## src/include/cmp_skip_pkg.sv

```systemverilog
// Purpose: Constants for the complement / compare-skip execution block
// Assumes: 16-bit instruction words, 8-bit data path, 12-bit data address
// Notes: Phases Q1..Q4 are one clock each
package cmp_skip_pkg;
    // ------------------------------------------------------------------
    // Opcode fields
    // ------------------------------------------------------------------
    localparam logic [5:0] COMPLEMENT_OPC = 6'h07;   // 0001 11da
    localparam logic [6:0] COMPARE_EQ_OPC = 7'h31;   // 0110 001a
    localparam int DEST_BIT = 9;
    localparam int ACCESS_BIT = 8;
    localparam logic [7:0] INDEXED_LIMIT = 8'h5F;
    localparam logic [7:0] ACCESS_HIGH_BASE = 8'h60;
    localparam logic [3:0] ACCESS_LOW_BANK = 4'h0;
    localparam logic [3:0] ACCESS_HIGH_BANK = 4'hF;
    // ------------------------------------------------------------------
    // Reset values
    // ------------------------------------------------------------------
    localparam logic [7:0] WORK_RESET = 8'h00;
    localparam logic [1:0] SKIP_RESET = 2'h0;
    // Phase states
    typedef enum logic [3:0]
    {
        PH_Q1 = 4'b0001,
        PH_Q2 = 4'b0010,
        PH_Q3 = 4'b0100,
        PH_Q4 = 4'b1000
    } phase_t;
endpackage : cmp_skip_pkg

```

## src/verilog/cmp_skip_exec.sv

```systemverilog
// Purpose: Executes complement-file and compare-equal-skip instructions
// Assumes: Instruction word and next-word size presented at Q1; memory read data valid in Q3
// Notes: Other instructions do nothing here but are not flagged on noOpCycle
`timescale 1ns/1ns
`default_nettype none

// Functional notes
// RULE1: Complement opcode yields bitwise inverse of addressed file register.
// RULE2: Destination bit 0 writes working register, 1 writes file register.
// RULE3: Access bit 0 maps file address into fixed access bank.
// RULE4: Access bit 1 forms address from bank select register and file field.
// RULE5: Access 0, extended set, file at most 95: indexed literal offset addressing.
// RULE6: Compare-skip compares memory byte with working register by unsigned subtraction.
// RULE7: Equal result discards fetched instruction; one no-operation cycle follows.
// RULE8: Skipped two-word instruction causes two no-operation cycles.
// RULE9: Complement updates N and Z; compare-skip changes no flags or registers.
// RULE10: One word each; complement writes destination in fourth phase; a file destination gets its memWrite pulse in the next Q1.
module cmp_skip_exec
(
    // Clock and reset
    input wire logic clock,
    input wire logic reset_n,
    // Instruction fetch
    input wire logic [15:0] instrWord,
    input wire logic nextIsTwoWord,
    // Core context
    input wire logic [3:0] bankSelect,
    input wire logic extendedSet,
    input wire logic [11:0] indexBase,
    // Data memory
    input wire logic [7:0] memReadData,
    output logic [11:0] memAddr,
    output logic memRead,
    output logic memWrite,
    output logic [7:0] memWriteData,
    // Core state
    output logic [7:0] workReg,
    output logic negFlag,
    output logic zeroFlag,
    output logic [3:0] phase,
    output logic noOpCycle
);
    // ------------------------------------------------------------------
    // Decode helpers
    // ------------------------------------------------------------------
    function automatic logic [11:0] dataAddress(input logic [15:0] iw,
        input logic [3:0] bankSel, input logic ext, input logic [11:0] base);
        logic [7:0] f;
        f = iw[7:0];
        if (iw[cmp_skip_pkg::ACCESS_BIT])
            dataAddress = {bankSel, f};                                        // [RULE4]
        else if (ext && f <= cmp_skip_pkg::INDEXED_LIMIT)
            dataAddress = 12'(base + {4'h0, f});                               // [RULE5]
        else if (f < cmp_skip_pkg::ACCESS_HIGH_BASE)
            dataAddress = {cmp_skip_pkg::ACCESS_LOW_BANK, f};                  // [RULE3]
        else
            dataAddress = {cmp_skip_pkg::ACCESS_HIGH_BANK, f};                 // [RULE3]
    endfunction : dataAddress

    // ------------------------------------------------------------------
    // State
    // ------------------------------------------------------------------
    cmp_skip_pkg::phase_t phase_r, phase_nxt;
    logic [15:0] instr_r, instr_nxt;
    logic [11:0] addr_r, addr_nxt;
    logic [7:0] result_r, result_nxt;
    logic [7:0] work_r, work_nxt;
    logic neg_r, neg_nxt, zero_r, zero_nxt;
    logic [1:0] skip_r, skip_nxt;
    logic busy_r, busy_nxt;
    logic twoWord_r, twoWord_nxt;
    logic rd_r, rd_nxt, wr_r, wr_nxt;
    logic [7:0] wdata_r, wdata_nxt;
    logic isComp, isCmp, equal;
    logic [8:0] diff;

    assign isComp = busy_r && instr_r[15:10] == cmp_skip_pkg::COMPLEMENT_OPC;
    assign isCmp = busy_r && instr_r[15:9] == cmp_skip_pkg::COMPARE_EQ_OPC;
    // Unsigned subtraction; zero difference means equal
    assign diff = {1'b0, memReadData} - {1'b0, work_r};                       // [RULE6]
    assign equal = diff == 9'h000;

    // Next-state computation per phase
    always_comb
    begin
        phase_nxt = phase_r;
        instr_nxt = instr_r;
        addr_nxt = addr_r;
        result_nxt = result_r;
        work_nxt = work_r;
        neg_nxt = neg_r;
        zero_nxt = zero_r;
        skip_nxt = skip_r;
        busy_nxt = busy_r;
        twoWord_nxt = twoWord_r;
        rd_nxt = 1'b0;
        wr_nxt = 1'b0;
        wdata_nxt = wdata_r;
        case (phase_r)
            cmp_skip_pkg::PH_Q1:
            begin
                phase_nxt = cmp_skip_pkg::PH_Q2;
                // A pending skip turns this whole cycle into a no-operation
                if (skip_r != 2'h0)
                begin
                    busy_nxt = 1'b0;
                    skip_nxt = 2'(skip_r - 2'h1);                              // [RULE7] [RULE8]
                end
                else
                begin
                    busy_nxt = 1'b1;
                    instr_nxt = instrWord;                                    // [RULE10]
                    twoWord_nxt = nextIsTwoWord;
                    addr_nxt = dataAddress(instrWord, bankSelect, extendedSet, indexBase);
                end
            end
            cmp_skip_pkg::PH_Q2:
            begin
                phase_nxt = cmp_skip_pkg::PH_Q3;
                rd_nxt = isComp || isCmp;
            end
            cmp_skip_pkg::PH_Q3:
            begin
                phase_nxt = cmp_skip_pkg::PH_Q4;
                if (isComp)
                    result_nxt = ~memReadData;                                 // [RULE1]
                if (isCmp && equal)
                    skip_nxt = twoWord_r ? 2'h2 : 2'h1;                        // [RULE7] [RULE8]
            end
            cmp_skip_pkg::PH_Q4:
            begin
                phase_nxt = cmp_skip_pkg::PH_Q1;
                // Only complement writes; compare leaves W, flags, memory alone
                if (isComp)
                begin
                    neg_nxt = result_r[7];                                     // [RULE9]
                    zero_nxt = result_r == 8'h00;                              // [RULE9]
                    if (instr_r[cmp_skip_pkg::DEST_BIT])
                    begin
                        wr_nxt = 1'b1;                                         // [RULE2]
                        wdata_nxt = result_r;
                    end
                    else
                        work_nxt = result_r;                                   // [RULE2]
                end
            end
            default:
                phase_nxt = cmp_skip_pkg::PH_Q1;
        endcase
    end

    // Registers
    always_ff @(posedge clock or negedge reset_n)
    begin
        if (!reset_n)
        begin
            phase_r <= cmp_skip_pkg::PH_Q1;
            instr_r <= 16'h0000;
            addr_r <= 12'h000;
            result_r <= 8'h00;
            work_r <= cmp_skip_pkg::WORK_RESET;
            neg_r <= 1'b0;
            zero_r <= 1'b0;
            skip_r <= cmp_skip_pkg::SKIP_RESET;
            busy_r <= 1'b0;
            twoWord_r <= 1'b0;
            rd_r <= 1'b0;
            wr_r <= 1'b0;
            wdata_r <= 8'h00;
        end
        else
        begin
            phase_r <= phase_nxt;
            instr_r <= instr_nxt;
            addr_r <= addr_nxt;
            result_r <= result_nxt;
            work_r <= work_nxt;
            neg_r <= neg_nxt;
            zero_r <= zero_nxt;
            skip_r <= skip_nxt;
            busy_r <= busy_nxt;
            twoWord_r <= twoWord_nxt;
            rd_r <= rd_nxt;
            wr_r <= wr_nxt;
            wdata_r <= wdata_nxt;
        end
    end

    // Outputs
    assign memAddr = addr_r;
    assign memRead = rd_r;
    assign memWrite = wr_r;
    assign memWriteData = wdata_r;
    assign workReg = work_r;
    assign negFlag = neg_r;
    assign zeroFlag = zero_r;
    assign phase = phase_r;
    assign noOpCycle = !busy_r;

    // ------------------------------------------------------------------
    // Checks
    // ------------------------------------------------------------------
    comp_invert_a: assert property (@(posedge clock) disable iff (!reset_n) // [RULE1]
        (phase_r == cmp_skip_pkg::PH_Q3 && isComp) |=> result_r == ~$past(memReadData))
        else $error("complement result not inverse");
    dest_file_a: assert property (@(posedge clock) disable iff (!reset_n) // [RULE2]
        (phase_r == cmp_skip_pkg::PH_Q4 && isComp && instr_r[cmp_skip_pkg::DEST_BIT])
        |=> memWrite && memWriteData == $past(result_r) && $stable(workReg))
        else $error("file destination not written");
    dest_work_a: assert property (@(posedge clock) disable iff (!reset_n) // [RULE2]
        (phase_r == cmp_skip_pkg::PH_Q4 && isComp && !instr_r[cmp_skip_pkg::DEST_BIT])
        |=> !memWrite && workReg == $past(result_r))
        else $error("working destination not written");
    bank_addr_a: assert property (@(posedge clock) disable iff (!reset_n) // [RULE4]
        (phase_r == cmp_skip_pkg::PH_Q1 && skip_r == 2'h0
         && instrWord[cmp_skip_pkg::ACCESS_BIT])
        |=> memAddr == {$past(bankSelect), $past(instrWord[7:0])})
        else $error("banked address wrong");
    access_addr_a: assert property (@(posedge clock) disable iff (!reset_n) // [RULE3]
        (phase_r == cmp_skip_pkg::PH_Q1 && skip_r == 2'h0
         && !instrWord[cmp_skip_pkg::ACCESS_BIT] && !extendedSet)
        |=> memAddr[7:0] == $past(instrWord[7:0]))
        else $error("access address wrong");
    indexed_addr_a: assert property (@(posedge clock) disable iff (!reset_n) // [RULE5]
        (phase_r == cmp_skip_pkg::PH_Q1 && skip_r == 2'h0
         && !instrWord[cmp_skip_pkg::ACCESS_BIT] && extendedSet
         && instrWord[7:0] <= cmp_skip_pkg::INDEXED_LIMIT)
        |=> memAddr == 12'($past(indexBase) + {4'h0, $past(instrWord[7:0])}))
        else $error("indexed address wrong");
    skip_one_a: assert property (@(posedge clock) disable iff (!reset_n) // [RULE7]
        (phase_r == cmp_skip_pkg::PH_Q3 && isCmp && equal && !twoWord_r)
        |=> ##2 noOpCycle [*4] ##1 !noOpCycle)
        else $error("single skip cycle wrong");
    skip_two_a: assert property (@(posedge clock) disable iff (!reset_n) // [RULE8]
        (phase_r == cmp_skip_pkg::PH_Q3 && isCmp && equal && twoWord_r)
        |=> ##2 noOpCycle [*8] ##1 !noOpCycle)
        else $error("double skip cycles wrong");
    cmp_quiet_a: assert property (@(posedge clock) disable iff (!reset_n) // [RULE9]
        isCmp |=> $stable(workReg) && $stable(negFlag) && $stable(zeroFlag) && !memWrite)
        else $error("compare changed state");
    no_skip_a: assert property (@(posedge clock) disable iff (!reset_n) // [RULE6]
        (phase_r == cmp_skip_pkg::PH_Q3 && isCmp && !equal) |=> skip_r == 2'h0)
        else $error("skip without equality");
    comp_flags_a: assert property (@(posedge clock) disable iff (!reset_n) // [RULE10]
        (phase_r == cmp_skip_pkg::PH_Q4 && isComp)
        |=> zeroFlag == ($past(result_r) == 8'h00) && negFlag == $past(result_r[7]))
        else $error("flags not updated in Q4");
endmodule : cmp_skip_exec
`default_nettype wire

```

## config.mk

```make
export PLATFORM = sky130hd
export DESIGN_NAME = cmp_skip_exec
export DESIGN_NICKNAME = d
export VERILOG_FILES = /design/src/include/cmp_skip_pkg.sv /design/src/verilog/cmp_skip_exec.sv
export SDC_FILE = /design/constraint.sdc
export NUM_CORES = 1
export LEC_CHECK = 0
export BUFFER_PORTS_ARGS = -buffer_cell sky130_fd_sc_hd__buf_2
export CORE_ASPECT_RATIO = 0.5
export CORE_MARGIN = 1.5
export CORE_UTILIZATION = 53
export DETAILED_ROUTE_END_ITERATION = 6
export GPL_TIMING_DRIVEN = 1
export PLACE_DENSITY = 0.85
export SYNTH_ARGS = -nofsm -noshare
export SYNTH_HDL_FRONTEND = slang
export SYNTH_SLANG_ARGS = --single-unit
```

## constraint.sdc

```tcl
create_clock -name clock -period 2.95 [get_ports clock]
set_clock_uncertainty 0.05 [all_clocks]
set_input_delay 0.59 -clock clock [delete_from_list [all_inputs] [get_ports clock]]
set_output_delay 0.59 -clock clock [all_outputs]
set_load 0.02 [all_outputs]
```

==> summary.md <==
| Metric | Value |
|---|---|
| Commonest non-fill, non-tap cell in the layout | `buf_2` |
| Routed length on met2 | `3319 µm` |
| Met3 Wirelength | `451 µm` |
| # hold bufs at CTS | `0` |
| Final ANT Viol Nets | `0` |
| Reg area | `1378 µm²` |
| Max_cap viols | `0` |
| Static leakage | `1.854 nW` |
| Via count of the first global-routing pass | `2,607` |
| Die height | `56.93 µm` |
| Syn. warnings | `0` |
| Initial antenna violation count | `0` |
| GPL Wtd Cong | `0.8773` |
| Total grt overflow | `0` |
| GRT Overall Usage | `22.65%` |
| Crit Path Max Fanout | `3` |
| RSZ-0062 raised after global routing | `no` |
| Core Rows | `19` |
| Metal-1 WL | `3111 µm` |
| H-tree levels | `2` |
| Setup violators final | `0` |
| Die area | `6311 µm²` |
| CTS sink cnt | `55` |
| # resized after CTS | `0` |
| Syn_nets | `386` |
| Most frequent cells in the layout | `80 x buf_2, 63 x nand2_1, 54 x dfrtp_1` |
| Multi-input gate area | `1588 µm²` |
| Post-Syn Instances | `324` |
| Share of post-route cells with drive strength above 1 | `28.33%` |
| Sequential share of the synthesized area | `44.68%` |
| Highest metal used | `met4` |
| Worst path arrival time | `2.47 ns` |
| EDFF count, synth | `0` |
| Final Slew Violations | `0` |
| DR iter-0 viols | `158` |
| WL/cell | `14.65 µm` |
| DR vias | `2,698` |
| Initial cell density of the core | `55.66%` |
| Synth-to-layout area growth | `19.76%` |
| Die W | `110.9 µm` |
| Largest cells by area after synthesis | `dfrtp_1 44%, nand2_1 7.7%, ha_1 6.9%` |
| Detailed Route WL | `7016 µm` |
| Root Driver | `clkbuf_16` |
| Drt pass-1 iters | `4` |
| Final Cycle Share | `80.52%` |
| F_max | `421.0 MHz` |
| Pre-CTS WS | `0.2649 ns` |
| Later-pin clock latency in the skew report | `0.29 ns` |
| Synth Flop Type | `dfrtp_1` |
| CTS tree | `yes` |
| IO Pins | `81` |
| Status | `finished clean` |
| Tmin final | `2.375 ns` |
| Hpwl dp | `5307 µm` |
| Drt via density | `5.633` |
| Synth cell types | `59` |
| Final hold violation count | `0` |
| HP Class | `primary input to async pin` |
| Dpl cells | `471` |
| Critical Path Start Type | `primary input` |
| Peak supply drop | `377.6 µV` |
| FF+latch count, synth | `55` |
| Synth top area share | `43.83%` |
| DRC | `0` |
| WP data required | `3.04 ns` |
| Fill count | `428` |
| Rel. slew slack | `48.05%` |
| Core ar. | `5539 µm²` |
| Clock Path Buffers | `2` |
| Clock-pin slew on the worst setup and hold paths | `0.07 ns` |
| First-pass GRT wire length | `11,650 µm` |
| Nets | `467` |
| CTS buffer count | `5` |
| Avg Synthesized Cell Area | `9.515 µm²` |
| Asr flop ratio synth | `100.0%` |
| Post-synth top area cell | `dfrtp_1` |
| Post-synthesis cell area | `3083 µm²` |
| Slew @ Worst Pin | `0.7774 ns` |
| Diode count | `0` |
| Final Non-Filler Cells | `479` |
| CP endpoint kind | `register` |
| PortBufs | `80` |
| WS Path Type | `primary input to register` |
| Largest net degree at the start of global routing | `38` |
| Post-route setup TNS | `0 ns` |
| Setup bufs post-CTS | `0` |
| Final WS setup | `0.5746 ns` |
| PD cells | `687.0 nW/µm²` |
cells in the mapped netlist, drive strengths merged, types with 2 or more instances:
cell type and count:
nand3 8, and4bb 2, nor3 6, o21ai 31
a211oi 6, or3 6, clkbuf 4, a31oi 3
nor2 16, xor2 8, nand2 63, a21o 4
a21oi 18, o2111ai 2, nor2b 3, ha 17
o211ai 2, o2bb2ai 2, nor4b 3, nor4 3
or2 2, dfrtp 54, mux2 10, buf 6
inv 17, and2 5, o221a 2, o21a 2
power breakdown:
part	switching [mW]	total (mW)	internal, mW
registers	0.140	1.10	0.955
clock network	0.261	0.575	0.314
logic	0.523	0.866	0.343
total	0.924	2.54	1.61
layout make-up:
type,count,share of cell area (%)
clock buffers,6,3.490
well taps,73,2.474
inverters,17,1.728
repair buffers,84,11.66
clock inverters,2,0.3389
flip-flops and latches,55,37.31
multi-input cells,242,43.00
routing by layer:
layer	vias up	GRT usage [%]
met5	-	0
met4	0	8.608
met3	18	4.676
met2	108	39.07
met1	1268	28.91
li1	1304	-
critical path: stages:
cell,delay [ns]
buf_2,0.11
ha_1,0.24
fa_1,0.41
a21o_1,0.20
a211oi_1,0.31
o21ai_0,0.19
a21o_1,0.19
a31oi_1,0.14
o21ai_0,0.08
flip-flops by register name, indices dropped and copies added (netlist names):
signal        flops
busy_r            1
instr_r           7
memAddr          12
memRead           1
memWrite          1
memWriteData      8
negFlag           1
phase             4
result_r          8
skip_r            2
twoWord_r         1
workReg           8
zeroFlag          1
worst paths after layout:
kind                         startpoint         endpoint  slack [ns]  depth (start not counted)
setup reg to reg             workReg[1]        skip_r[0]        0.67                          8
max in group asynchronous       reset_n         phase[0]        1.84                          2
hold reg to reg              memAddr[3]       memAddr[3]        0.42                          2
hold / removal                  reset_n  memWriteData[6]        0.17                          1
setup / recovery           instrWord[0]       memAddr[8]        0.57                          9
min in group clock           memAddr[3]       memAddr[3]        0.42                          2
cells by family after synthesis:
family	after synthesis	share of synthesized area, %
buffers and inverters	27	3.815
muxes	11	3.977
DFF	55	44.68
and+or+nand+nor	123	20.21
xor gates and xnor gates	9	2.557
AOI/OAI and AO/OA	81	17.21
adders and majority gates	18	7.549
metrics by stage:
stage	hold WS (ns)	instance area [µm²]	total power, mW	util, %
6_report	0.1697	3692	2.537	66.66
5_1_grt	0.2011	3692	2.688	66.66
4_1_cts	0.1836	3692	2.548	66.66
3_5_place_dp	0.4151	3551	1.973	64.11
3_3_place_gp	0.4080	3551	1.924	64.11
2_1_floorplan	0.2444	3083	1.672	-
Power figures use the tool's default switching activity.
